## src/hdl/spc_map.svh

```systemverilog
// constants for the controller-mode serial port: field positions, counts, resets
// assumes the format, delay and global control words arrive as plain ports
// Function
// - nonzero prescale: period at least prescale plus one
// - zero prescale: period exactly two cycles
// - timing applies in controller mode, phase cleared
// - polarity bit picks idle level and active edge
// - no hold: select, then setup delay plus two
// - hold enabled: setup delay plus three cycles
// - select held half period, hold delay, one
// - both delays come from one delay register
// - clock high and low halves are equal
// - data changes on trailing edge, half early
// - words of 2 to 16 bits shift
`ifndef SPC_MAP_SVH
`define SPC_MAP_SVH

`define SPC_WORD_W        16
`define SPC_FIFO_DEPTH    16
`define SPC_CNT_W         9

`define SPC_GCR_CTRL_BIT  0
`define SPC_FMT_LEN_HI    4
`define SPC_FMT_LEN_LO    0
`define SPC_FMT_PS_HI     15
`define SPC_FMT_PS_LO     8
`define SPC_FMT_PHASE_BIT 16
`define SPC_FMT_POL_BIT   17
`define SPC_DLY_C2T_HI    15
`define SPC_DLY_C2T_LO    8
`define SPC_DLY_T2C_HI    7
`define SPC_DLY_T2C_LO    0

`define SPC_LEN_MIN       5'h02
`define SPC_LEN_MAX       5'h10
`define SPC_SETUP_BASE    9'h002
`define SPC_SETUP_HOLD    9'h003
`define SPC_HOLD_BASE     9'h001

`define SPC_RST_CS_N      1'b1

`endif

```

## src/hdl/spc_pkg.sv

```systemverilog
// types of the controller-mode serial port
// assumes spc_map.svh is on the include path
`include "spc_map.svh"

package spc_pkg;

  typedef enum logic [2:0] {
    SPC_IDLE,
    SPC_LOAD,
    SPC_SETUP,
    SPC_SHIFT,
    SPC_HOLD
  } spc_state_t;

  typedef struct packed {
    spc_state_t            st;
    logic [`SPC_CNT_W-1:0] cnt;
    logic [4:0]            bits;
    logic [4:0]            len;
    logic [7:0]            half;
    logic [7:0]            t2c;
    logic                  pol;
    logic                  sclk;
    logic                  mosi;
    logic                  cs_n;
    logic                  take;
    logic [`SPC_WORD_W-1:0] tx_sh;
    logic [`SPC_WORD_W-1:0] rx_sh;
    logic [`SPC_WORD_W-1:0] rx_data;
    logic                  rx_valid;
    logic                  busy;
  } spc_ctrl_t;

endpackage

```

## src/hdl/spc_ctrl.sv

```systemverilog
// controller-mode serial port, clock phase cleared, with a transmit FIFO
// assumes format, delay and control words are held steady by software
`timescale 1ns/100ps
`include "spc_map.svh"

module spc_ctrl (
  input  wire logic                   sys_clk,            // 125 MHz clock
  input  wire logic                   sys_rst,            // async reset, high
  input  wire logic                   global_control_reg, // controller mode select
  input  wire logic [17:0]            format_reg,         // length, prescale, phase, pol
  input  wire logic [15:0]            delay_reg,          // setup and hold delays
  input  wire logic                   select_hold_enable, // keep select between words
  input  wire logic [`SPC_WORD_W-1:0] tx_data,            // word to send
  input  wire logic                   tx_valid,           // word offered
  output logic                        tx_ready,           // FIFO has room
  output logic [`SPC_WORD_W-1:0]      rx_data,            // received word
  output logic                        rx_valid,           // received word pulse
  output logic                        busy,               // transfer in progress
  output logic                        serial_clock_pin,   // serial clock out
  output logic                        controller_out_data,// serial data out
  input  wire logic                   controller_in_data, // serial data in
  output logic                        chip_select_n       // peripheral select, low
);
  spc_pkg::spc_ctrl_t s;
  spc_pkg::spc_ctrl_t next_s;
  logic [`SPC_WORD_W-1:0] fifo_data;
  logic                   fifo_valid;
  logic                   mode_ok;
  logic [4:0]             len;
  logic [`SPC_WORD_W-1:0] shifted;

  localparam spc_pkg::spc_ctrl_t RST_S = '{st: spc_pkg::SPC_IDLE,
                                           cs_n: `SPC_RST_CS_N, default: '0};

  // half period; prescale 0 gives a two-cycle period, 255 gives 256 cycles
  function automatic logic [7:0] half_of(input logic [7:0] ps);
    half_of = {1'b0, ps[7:1]} + 8'h01;
  endfunction

  function automatic logic [4:0] len_of(input logic [4:0] f);
    if (f < `SPC_LEN_MIN)
      len_of = `SPC_LEN_MIN;
    else if (f > `SPC_LEN_MAX)
      len_of = `SPC_LEN_MAX;
    else
      len_of = f;
  endfunction

  function automatic logic top_bit(input logic [`SPC_WORD_W-1:0] w, input logic [4:0] l);
    top_bit = w[4'(l - 5'h01)];
  endfunction

  function automatic logic [`SPC_CNT_W-1:0] setup_of(input logic [7:0] c2t, input logic hold);
    setup_of = {1'b0, c2t} + (hold ? `SPC_SETUP_HOLD : `SPC_SETUP_BASE);
  endfunction

  spc_fifo #(
    .WIDTH(`SPC_WORD_W),
    .DEPTH(`SPC_FIFO_DEPTH)
  ) spc_fifo_inst (
    .sys_clk  (sys_clk),
    .sys_rst  (sys_rst),
    .in_data  (tx_data),
    .in_valid (tx_valid),
    .in_ready (tx_ready),
    .out_data (fifo_data),
    .out_valid(fifo_valid),
    .out_ready(s.take)
  );

  always_comb
  begin
    next_s      = s;
    next_s.take = 1'b0;
    next_s.rx_valid = 1'b0;
    mode_ok = global_control_reg && !format_reg[`SPC_FMT_PHASE_BIT];
    len     = len_of(format_reg[`SPC_FMT_LEN_HI:`SPC_FMT_LEN_LO]);
    shifted = s.tx_sh << 1;
    case (s.st)
      spc_pkg::SPC_IDLE:
      begin
        next_s.pol  = format_reg[`SPC_FMT_POL_BIT];
        next_s.sclk = format_reg[`SPC_FMT_POL_BIT];
        if (mode_ok && fifo_valid)
        begin
          next_s.st   = spc_pkg::SPC_LOAD;
          next_s.take = 1'b1;
        end
      end
      spc_pkg::SPC_LOAD:
      begin
        next_s.len   = len;
        next_s.bits  = len;
        next_s.half  = half_of(format_reg[`SPC_FMT_PS_HI:`SPC_FMT_PS_LO]);
        next_s.t2c   = delay_reg[`SPC_DLY_T2C_HI:`SPC_DLY_T2C_LO];
        next_s.tx_sh = fifo_data;
        next_s.rx_sh = '0;
        next_s.mosi  = top_bit(fifo_data, len);
        next_s.cs_n  = 1'b0;
        next_s.cnt   = setup_of(delay_reg[`SPC_DLY_C2T_HI:`SPC_DLY_C2T_LO],
                                select_hold_enable) - 1'b1;
        next_s.st    = spc_pkg::SPC_SETUP;
      end
      spc_pkg::SPC_SETUP:
      begin
        if (s.cnt != '0)
          next_s.cnt = s.cnt - 1'b1;
        else
        begin
          next_s.sclk  = ~s.pol;
          next_s.rx_sh = {s.rx_sh[`SPC_WORD_W-2:0], controller_in_data};
          next_s.cnt   = {1'b0, s.half} - 1'b1;
          next_s.st    = spc_pkg::SPC_SHIFT;
        end
      end
      spc_pkg::SPC_SHIFT:
      begin
        if (s.cnt != '0)
          next_s.cnt = s.cnt - 1'b1;
        else if (s.sclk == s.pol)
        begin
          next_s.sclk  = ~s.pol;
          next_s.rx_sh = {s.rx_sh[`SPC_WORD_W-2:0], controller_in_data};
          next_s.cnt   = {1'b0, s.half} - 1'b1;
        end
        else
        begin
          next_s.sclk = s.pol;
          if (s.bits == 5'h01)
          begin
            next_s.cnt      = {1'b0, s.half} + {1'b0, s.t2c} + `SPC_HOLD_BASE - 1'b1;
            next_s.rx_data  = s.rx_sh;
            next_s.rx_valid = 1'b1;
            next_s.st       = spc_pkg::SPC_HOLD;
          end
          else
          begin
            next_s.tx_sh = shifted;
            next_s.mosi  = top_bit(shifted, s.len);
            next_s.bits  = s.bits - 1'b1;
            next_s.cnt   = {1'b0, s.half} - 1'b1;
          end
        end
      end
      spc_pkg::SPC_HOLD:
      begin
        if (s.cnt != '0)
          next_s.cnt = s.cnt - 1'b1;
        else if (select_hold_enable && mode_ok && fifo_valid)
        begin
          // select stays low into the next word
          next_s.st   = spc_pkg::SPC_LOAD;
          next_s.take = 1'b1;
        end
        else
        begin
          next_s.cs_n = 1'b1;
          next_s.st   = spc_pkg::SPC_IDLE;
        end
      end
      default:
        next_s = RST_S;
    endcase
    next_s.busy = (next_s.st != spc_pkg::SPC_IDLE);
  end

  always_ff @(posedge sys_clk or posedge sys_rst)
  begin
    if (sys_rst)
      s <= RST_S;
    else
      s <= next_s;
  end

  assign rx_data             = s.rx_data;
  assign rx_valid            = s.rx_valid;
  assign busy                = s.busy;
  assign serial_clock_pin    = s.sclk;
  assign controller_out_data = s.mosi;
  assign chip_select_n       = s.cs_n;

  // helper counters: cycles since clock toggled, and since select went active or a word was loaded
  logic [`SPC_CNT_W:0] gap;
  logic [`SPC_CNT_W:0] cs_age;
  // leading edges launched since the word was loaded
  logic [4:0]          lead_n;
  always_ff @(posedge sys_clk or posedge sys_rst)
  begin
    if (sys_rst)
    begin
      gap    <= '0;
      cs_age <= '0;
      lead_n <= 5'h00;
    end
    else
    begin
      gap    <= (next_s.sclk != s.sclk) ? '0 : gap + 1'b1;
      cs_age <= (s.cs_n || s.st == spc_pkg::SPC_LOAD) ? '0 : cs_age + 1'b1;
      lead_n <= (s.st == spc_pkg::SPC_LOAD) ? 5'h00
                : lead_n + 5'((next_s.sclk != s.sclk) && (next_s.sclk != s.pol));
    end
  end

  half_period_a: assert property (@(posedge sys_clk) disable iff (sys_rst)
    ($changed(serial_clock_pin) && $past(s.st) == spc_pkg::SPC_SHIFT)
      |-> $past(gap) == {2'b00, s.half} - 1'b1)
    else $error("serial clock half period wrong");

  prescale_zero_a: assert property (@(posedge sys_clk) disable iff (sys_rst)
    ($rose(serial_clock_pin) && !s.pol && s.st == spc_pkg::SPC_SHIFT
      && format_reg[`SPC_FMT_PS_HI:`SPC_FMT_PS_LO] == 8'h00) |=> $fell(serial_clock_pin))
    else $error("two-cycle period not kept");

  setup_wait_a: assert property (@(posedge sys_clk) disable iff (sys_rst)
    ($changed(serial_clock_pin) && $past(s.st) == spc_pkg::SPC_SETUP)
      |-> cs_age == {2'b00, $past(delay_reg[`SPC_DLY_C2T_HI:`SPC_DLY_C2T_LO])}
                    + (select_hold_enable ? 10'h003 : 10'h002))
    else $error("select to clock wait wrong");

  hold_time_a: assert property (@(posedge sys_clk) disable iff (sys_rst)
    ($rose(chip_select_n) && $past(s.st) == spc_pkg::SPC_HOLD)
      |-> gap == {2'b00, s.half} + {2'b00, s.t2c} + 10'h001)
    else $error("select hold wrong");

  mode_gate_a: assert property (@(posedge sys_clk) disable iff (sys_rst)
    (s.st == spc_pkg::SPC_IDLE && (format_reg[`SPC_FMT_PHASE_BIT] || !global_control_reg))
      |=> s.st == spc_pkg::SPC_IDLE)
    else $error("transfer started outside controller phase-zero mode");

  idle_level_a: assert property (@(posedge sys_clk) disable iff (sys_rst)
    (chip_select_n && s.st == spc_pkg::SPC_IDLE)
      |=> serial_clock_pin == $past(format_reg[`SPC_FMT_POL_BIT]))
    else $error("clock not at idle level");

  // data moves only when a word is loaded or on a trailing edge
  data_change_a: assert property (@(posedge sys_clk) disable iff (sys_rst)
    $changed(controller_out_data) |-> ($past(s.st) == spc_pkg::SPC_LOAD
      || ($changed(serial_clock_pin) && serial_clock_pin == s.pol)))
    else $error("data changed off the trailing edge");

  word_end_a: assert property (@(posedge sys_clk) disable iff (sys_rst)
    rx_valid |-> (s.st == spc_pkg::SPC_HOLD && serial_clock_pin == s.pol
      && lead_n == s.len) ##1 !rx_valid)
    else $error("received word pulse malformed");
endmodule

```

## src/hdl/spc_fifo.sv

```systemverilog
// word FIFO in flip-flops, valid/ready on both sides
// assumes one clock; depth is a power of two
`timescale 1ns/100ps

module spc_fifo #(
  parameter int WIDTH = 16,
  parameter int DEPTH = 16
) (
  input  wire logic             sys_clk,   // system clock
  input  wire logic             sys_rst,   // async reset, high
  input  wire logic [WIDTH-1:0] in_data,   // word to store
  input  wire logic             in_valid,  // word offered
  output logic                  in_ready,  // room left
  output logic [WIDTH-1:0]      out_data,  // head word
  output logic                  out_valid, // head word present
  input  wire logic             out_ready  // head word taken
);
  localparam int AW = $clog2(DEPTH);
  localparam int CW = $clog2(DEPTH + 1);

  typedef struct packed {
    logic [DEPTH-1:0][WIDTH-1:0] mem;
    logic [AW-1:0]               wr;
    logic [AW-1:0]               rd;
    logic [CW-1:0]               cnt;
    logic                        in_ready;
  } spc_fifo_t;

  spc_fifo_t s;
  spc_fifo_t next_s;
  logic      push;
  logic      pop;

  always_comb
  begin
    next_s = s;
    push   = in_valid && s.in_ready;
    pop    = out_ready && (s.cnt != '0);
    if (push)
    begin
      next_s.mem[s.wr] = in_data;
      next_s.wr        = s.wr + 1'b1;
    end
    if (pop)
      next_s.rd = s.rd + 1'b1;
    if (push && !pop)
      next_s.cnt = s.cnt + 1'b1;
    else if (pop && !push)
      next_s.cnt = s.cnt - 1'b1;
    // registered so the source sees ready straight from a flop
    next_s.in_ready = (next_s.cnt != CW'(DEPTH));
  end

  always_ff @(posedge sys_clk or posedge sys_rst)
  begin
    if (sys_rst)
      s <= '{in_ready: 1'b1, default: '0};
    else
      s <= next_s;
  end

  assign in_ready  = s.in_ready;
  assign out_data  = s.mem[s.rd];
  assign out_valid = (s.cnt != '0);

  fifo_bound_a: assert property (@(posedge sys_clk) disable iff (sys_rst)
    !s.in_ready |-> s.cnt == CW'(DEPTH))
    else $error("fifo refuses words while not full");
endmodule

```

## config.mk

```make
export PLATFORM = sky130hd
export DESIGN_NAME = spc_ctrl
export DESIGN_NICKNAME = d
export VERILOG_FILES = /design/src/hdl/spc_pkg.sv /design/src/hdl/spc_ctrl.sv /design/src/hdl/spc_fifo.sv
export VERILOG_INCLUDE_DIRS = /design/src /design/src/hdl
export SDC_FILE = /design/constraint.sdc
export NUM_CORES = 1
export LEC_CHECK = 0
export ABC_AREA = 1
export BUFFER_PORTS_ARGS = -buffer_cell sky130_fd_sc_hd__buf_4
export CORE_MARGIN = 2
export CORE_UTILIZATION = 40
export CTS_CLUSTER_SIZE = 30
export DETAILED_ROUTE_END_ITERATION = 6
export PLACE_DENSITY_LB_ADDON = 0.12
export SYNTH_ARGS = -nofsm -noshare
export SYNTH_HDL_FRONTEND = slang
export SYNTH_SLANG_ARGS = --single-unit
```

## constraint.sdc

```tcl
create_clock -name sys_clk -period 13.65 [get_ports sys_clk]
set_clock_uncertainty 0.05 [all_clocks]
set_input_delay 2.73 -clock sys_clk [delete_from_list [all_inputs] [get_ports sys_clk]]
set_output_delay 2.73 -clock sys_clk [all_outputs]
set_load 0.02 [all_outputs]
```

# Word-level counts from Yosys, hierarchy flattened
# Index checks and enable logic that the tools add are counted.
[word_totals] reg_bits=361 inputBits=56 out_inout_bits=22 elab_cells=167
[classes] add_sub_neg=15 n_lt_le_gt_ge=7 n_eq_ne=16 muxes=57 n_bitwise=7 n_reduce_logical=29
[op_table] operator="256-bit bitwise mux" n=1
[op_table] operator="16-bit binary-select mux with 4-bit select" n=1
[op_table] operator="16-bit demux with 4-bit select" n=1
[op_table] operator="16-bit 2-to-1 mux" n=4
[op_table] operator="48-bit 2-to-1 mux" n=1
[op_table] operator="16-bit one-hot mux with 3 select lines" n=1
[op_table] operator="9-bit 2-to-1 mux" n=5
[op_table] operator="15-bit one-hot mux with 3 select lines" n=1
[op_table] operator="9-bit one-hot mux with 5 select lines" n=1
[op_table] operator="20-bit one-hot mux with 2 select lines" n=1
[op_table] operator="5-bit 2-to-1 mux" n=7
[op_table] operator="17-bit 2-to-1 mux" n=2
[op_table] operator="17-bit one-hot mux with 2 select lines" n=1
[op_table] operator="15-bit 2-to-1 mux" n=2
[op_table] operator="9-bit by 1-bit subtractor with 9-bit output, second input constant" n=3
[op_table] operator="4-bit by 5-bit < comparator with 1-bit output, second input constant" n=4
[op_table] operator="3-bit 2-to-1 mux" n=6
[op_table] operator="2-bit != test, second input constant" n=9
[op_table] operator="3-bit one-hot mux with 5 select lines" n=1
[op_table] operator="5-bit one-hot mux with 3 select lines" n=1
[op_table] operator="4-bit AND reduction" n=3
[op_table] operator="4-bit OR reduction" n=3
[op_table] operator="1-bit 2-to-1 mux" n=11
[op_table] operator="5-bit by 1-bit subtractor with 5-bit output, second input constant" n=2
[op_table] operator="other kinds (33)" n=59

# Depth between registers and ports, before layout
[logic_depth] word_depth=8 depth_mapped=15 depth_no_buf=14

# Hierarchy
# A second synthesis with hierarchy kept.
[hier_totals] hier_cells=2247 area_unflattened_um2=17976.0
[by_module_without_submodules] module="spc_fifo" instances=1 cells_per_inst=1460 area_per_inst_um2=12269.3 seq_area_each_um2=6757.7
[by_module_without_submodules] module="spc_ctrl" instances=1 cells_per_inst=787 area_per_inst_um2=5706.7 seq_area_each_um2=2278.4

# Least setup slack after synthesis
# No wires, ideal clock.
[synth_timing] path_type="input to register" start="in format_reg[1]" end="reg s, in the netlist controller_out_data" t_arrival_ps=4110 required_time_ps=13479 slack_ps=9369 stages=11 cell_sequence="nor2_1 > nand3_1 > nand3_1 > clkbuf_1 > ha_1 > inv_1 > nand3_1 > nand3_1 > nand3_1 > nand3_1 > a21oi_1"
[synth_via] elab_chain_cells=7 word_cells_on_any_way=8 cone_classes="add/sub (1); order compare (2); mux (5)"
[synth_rtl] item="start: declaration" line="spc_ctrl.sv:10" source="input wire logic [17:0] format_reg,"
[synth_rtl] item="5-bit greater-than comparator (no line)"
[synth_rtl] item="5-bit 2-to-1 mux" line="spc_ctrl.sv:43" source="else if (f > `SPC_LEN_MAX)"
[synth_rtl] item="5-bit 2-to-1 mux (*)" line="spc_ctrl.sv:41" source="if (f < `SPC_LEN_MIN)"
[synth_rtl] item="4-bit by 1-bit subtractor with 4-bit output (*)" line="spc_ctrl.sv:50" source="top_bit = w[4'(l - 5'h01)];"
[synth_rtl] item="1-bit binary-select mux with 4-bit select (*)" line="spc_ctrl.sv:50"
[synth_rtl] item="1-bit 2-to-1 mux (implied by the code) (*)" line="spc_ctrl.sv:50"
[synth_rtl] item="1-bit one-hot mux with 3 select lines (*)" line="spc_ctrl.sv:79" source="case (s.st)"
[synth_rtl] item="end signal: assignment" line="spc_ctrl.sv:172" source="s <= next_s;"
[synth_rtl] item="end: declaration" line="spc_ctrl.sv:24" source="spc_pkg::spc_ctrl_t s;"
# Every way passes the cells marked *; elsewhere a longest branch is shown, timed or not. The select of a mux whose other input is x is not followed.
# A chain may end at the register's enable or synchronous reset.

==> flow_metrics.py <==
metrics = {
    "placed_design": {
        "hpwl_um": 30300,
        "place_area_um2": 18600,
        "io_buffer_count": 73,
        "dpl.cell_count": 2802,
        "gp_congestion": 0.849,
    },
    "logic_synthesis": {
        "synth_compound_area_share_pct": 13.1,
        "synth-seq-cells": 361,
        "seq_area_frac_synth_pct": 50.4,
        "synth.distinct_cells": 49,
        "syn_area_um2": 17900,
        "synth_xor_xnor_area_share_pct": 1.22,
        "syn-num-nets": 2357,
        "yosysTopAreaCell": "dfrtp_1",
        "synth-edff-count": 0,
        "yosys.area.top_type_share_pct": 50.1,
        "synthFlopType": "dfrtp_1",
        "syn_area_per_cell_um2": 7.89,
        "synth-adder-area-share_pct": 1.93,
        "netlist_instances": 2274,
        "async_reset_ff_share_pct": 100,
        "yosysMostFrequentCell": "nand2_1",
        "yosys.area_share.simple_pct": 25.4,
        "synth_area_leaders": "dfrtp_1 50%, nand2_1 14%, o21ai_0 9.6%, nand3_1 6.6%, inv_1 3.6%",
        "synth_top_family_by_area": "simple AND/OR/NAND/NOR gates",
        "synthTopCellsByCount": "647 x nand2_1, 359 x dfrtp_1, 344 x o21ai_0",
        "synth_mux_area_share_pct": 0.0628,
        "ys.warnings.count": 0,
    },
    "grt": {
        "grt_pass1_wl_um": 81400,
        "grt_max_degree": 184,
        "grt_overflow": 0,
        "grt_usage_pct": 21.9,
        "grt_pass1_vias": 14500,
        "antenna_found_initial": 0,
    },
    "finish": {
        "final_area_um2": 20000,
        "multi_input_area_um2": 7480,
        "regArea_um2": 9040,
        "instances_no_fill": 2879,
        "nFillCells": 4447,
        "drive_gt1_share_pct": 8.18,
        "final_nets": 2339,
        "antenna_cells": 0,
        "areaGrowthSynthToFinish_pct": 11.6,
    },
    "floorplan": {
        "die_x_um": 216,
        "rows": 77,
        "initial_utilization_pct": 40.6,
        "die_area_um2": 46500,
        "boundaryPins": 78,
        "coreArea_um2": 44200,
        "die_h_um": 216,
    },
    "detailed_routing": {
        "postRouteAntennaNets": 0,
        "vias": 15000,
        "drc": 0,
        "vias_per_cell": 5.22,
        "dr.pass1.iters": 5,
        "wl_um": 50200,
        "wire_per_inst_um": 17.4,
        "drtIter0Drc": 1181,
    },
    "cts": {
        "numCtsBuffers": 44,
        "clock_sinks": 361,
        "clk_latency_ps": 570,
        "cts_resized": 0,
        "cts_root_buf": "clkbuf_16",
        "postCtsHoldBufs": 0,
        "tritoncts": "yes",
        "clk_pin_slew_worst_paths_ps": 50,
        "post-cts-setup-buffers": 0,
        "ctsHtreeMaxLevel": 2,
        "cts_buffer_depth": 3,
    },
    "critical_path": {
        "reg2reg_depth": 12,
        "critPathKind": "in -> async",
        "end_kind": "asynchronous set/reset pin",
        "critPathLaunch": "sys_rst",
        "cp.required_ps": 14150,
        "startpoint_type": "primary input",
        "r2r_end": "controller_out_data",
        "cp.arrival_ps": 5190,
        "r2r_slack_ps": 10010,
        "path_max_fanout": 183,
        "r2r-start": "spc_fifo_inst.s[6]",
    },
    "sta": {
        "period_share_pct": 34.3,
        "tns_ps": 0,
        "rsz0062_at_grt": "false",
        "setup_violations": 0,
        "drv_slew": 0,
        "clock.fmax_ghz": 0.214,
        "hold_viol": 0,
        "worst_hold_slack_ps": 427,
        "worst_pin_slew_ps": 1240,
        "fin_crit_ps": 4680,
        "slew_headroom_pct": 17.2,
    },
    "outcome": {
        "status": "finished, final reports clean",
    },
    "worst_hold_path": {
        "hp-start": "spc_fifo_inst.s[208]",
        "hold_path_class": "reg -> reg",
        "whs_endpoint": "spc_fifo_inst.s[208]",
        "holdPathStages": 2,
    },
    "job": {
        "max_cap_viol_count": 0,
    },
    "power_and_ir_drop": {
        "power.leakage_nw": 9.61,
        "total_power_mw": 4.76,
        "power_density_nw_per_um2": 238,
        "peakVddDrop_mv": 0.114,
    },
}
## critical path, cell delays in order
cell and delay, ps:
buf_4 130, inv_8 500, buf_12 690, buf_4 880
## metal layers
layer,vias up,GRT usage [%],wire length [um]
met5,-,0,0
met4,0,6.28,1140
met3,64,2.93,2420
met2,328,34.9,22700
met1,7251,31.4,24000
li1,7392,-,-
## registers in the layout, indices dropped and copies added, names as in the netlist
signal and cells:
spc_fifo_inst.s 269, controller_out_data 1, chip_select_n 1, busy 1
rx_valid 1, serial_clock_pin 1, rx_data 16, s 70
spc_fifo_inst.in_ready 1
## kinds of logic (layout without fill, tap and decap cells)
| kind of cell | after synthesis | in the layout |
|---|---|---|
| AO/OA/AOI/OAI | 441 | 441 |
| XOR/XNOR | 25 | 25 |
| adder cells (fa/ha/maj) | 27 | 27 |
| buffers and inverters | 335 | 348 |
| flip-flops | 361 | 361 |
| multiplexers | 1 | 1 |
| AND/OR/NAND/NOR | 1084 | 1084 |
## final cells by class
type	instances	share of cell area [%]
sequential	361	45.2
tap	592	3.70
clock buffer	66	6.52
inverter	183	3.50
multi-input combinational	1578	37.4
clock inverter	11	0.325
timing repair buffer	88	3.37
## through the flow
| stage | util (%) | setup WS, ps |
|---|---|---|
| final | 45.2 | 8970 |
| after global routing | 45.2 | 8480 |
| after detailed placement | 42.1 | 8190 |
| after floorplan | - | 855 |
| after CTS | 45.2 | 8800 |
| after global placement | 42.1 | 8210 |
## worst max path at each step
stage	end	cells after the start
final	spc_fifo_inst.s[203]	4
after global placement	spc_fifo_inst.s[155]	4
after floorplan	busy	1
after detailed placement	spc_fifo_inst.s[155]	4
after global routing	spc_fifo_inst.s[187]	4
after CTS	spc_fifo_inst.s[187]	4
## cell usage in the layout, fill, tap and decap left out, types with 2 or more instances in the layout
master and instances:
o32ai_1 2, clkbuf_8 10, a31oi_1 2, dfstp_2 2, nand3b_1 4, xnor2_1 5
nor3_1 31, clkinv_2 8, inv_4 2, o21ai_0 344, ha_1 26, clkbuf_16 45
nand4_1 23, clkbuf_1 11, buf_4 87, nand3_1 235, o31ai_1 16, nand2_2 2
inv_2 11, nor2_4 6, xor2_1 20, o21ai_1 9, inv_1 169, o22ai_1 10
dfrtp_1 357, nor4_1 2, or2_2 3, a21oi_1 33, o211ai_1 13, o221ai_1 3
nand2_1 647, nor2_1 126, inv_6 2
## power by group
group / internal (mW) / switching (mW)
Combinational: 0.602 / 1.29
Clock: 0.657 / 0.456
Sequential: 1.49 / 0.275
No activity file was read; power rests on OpenSTA's default activity.
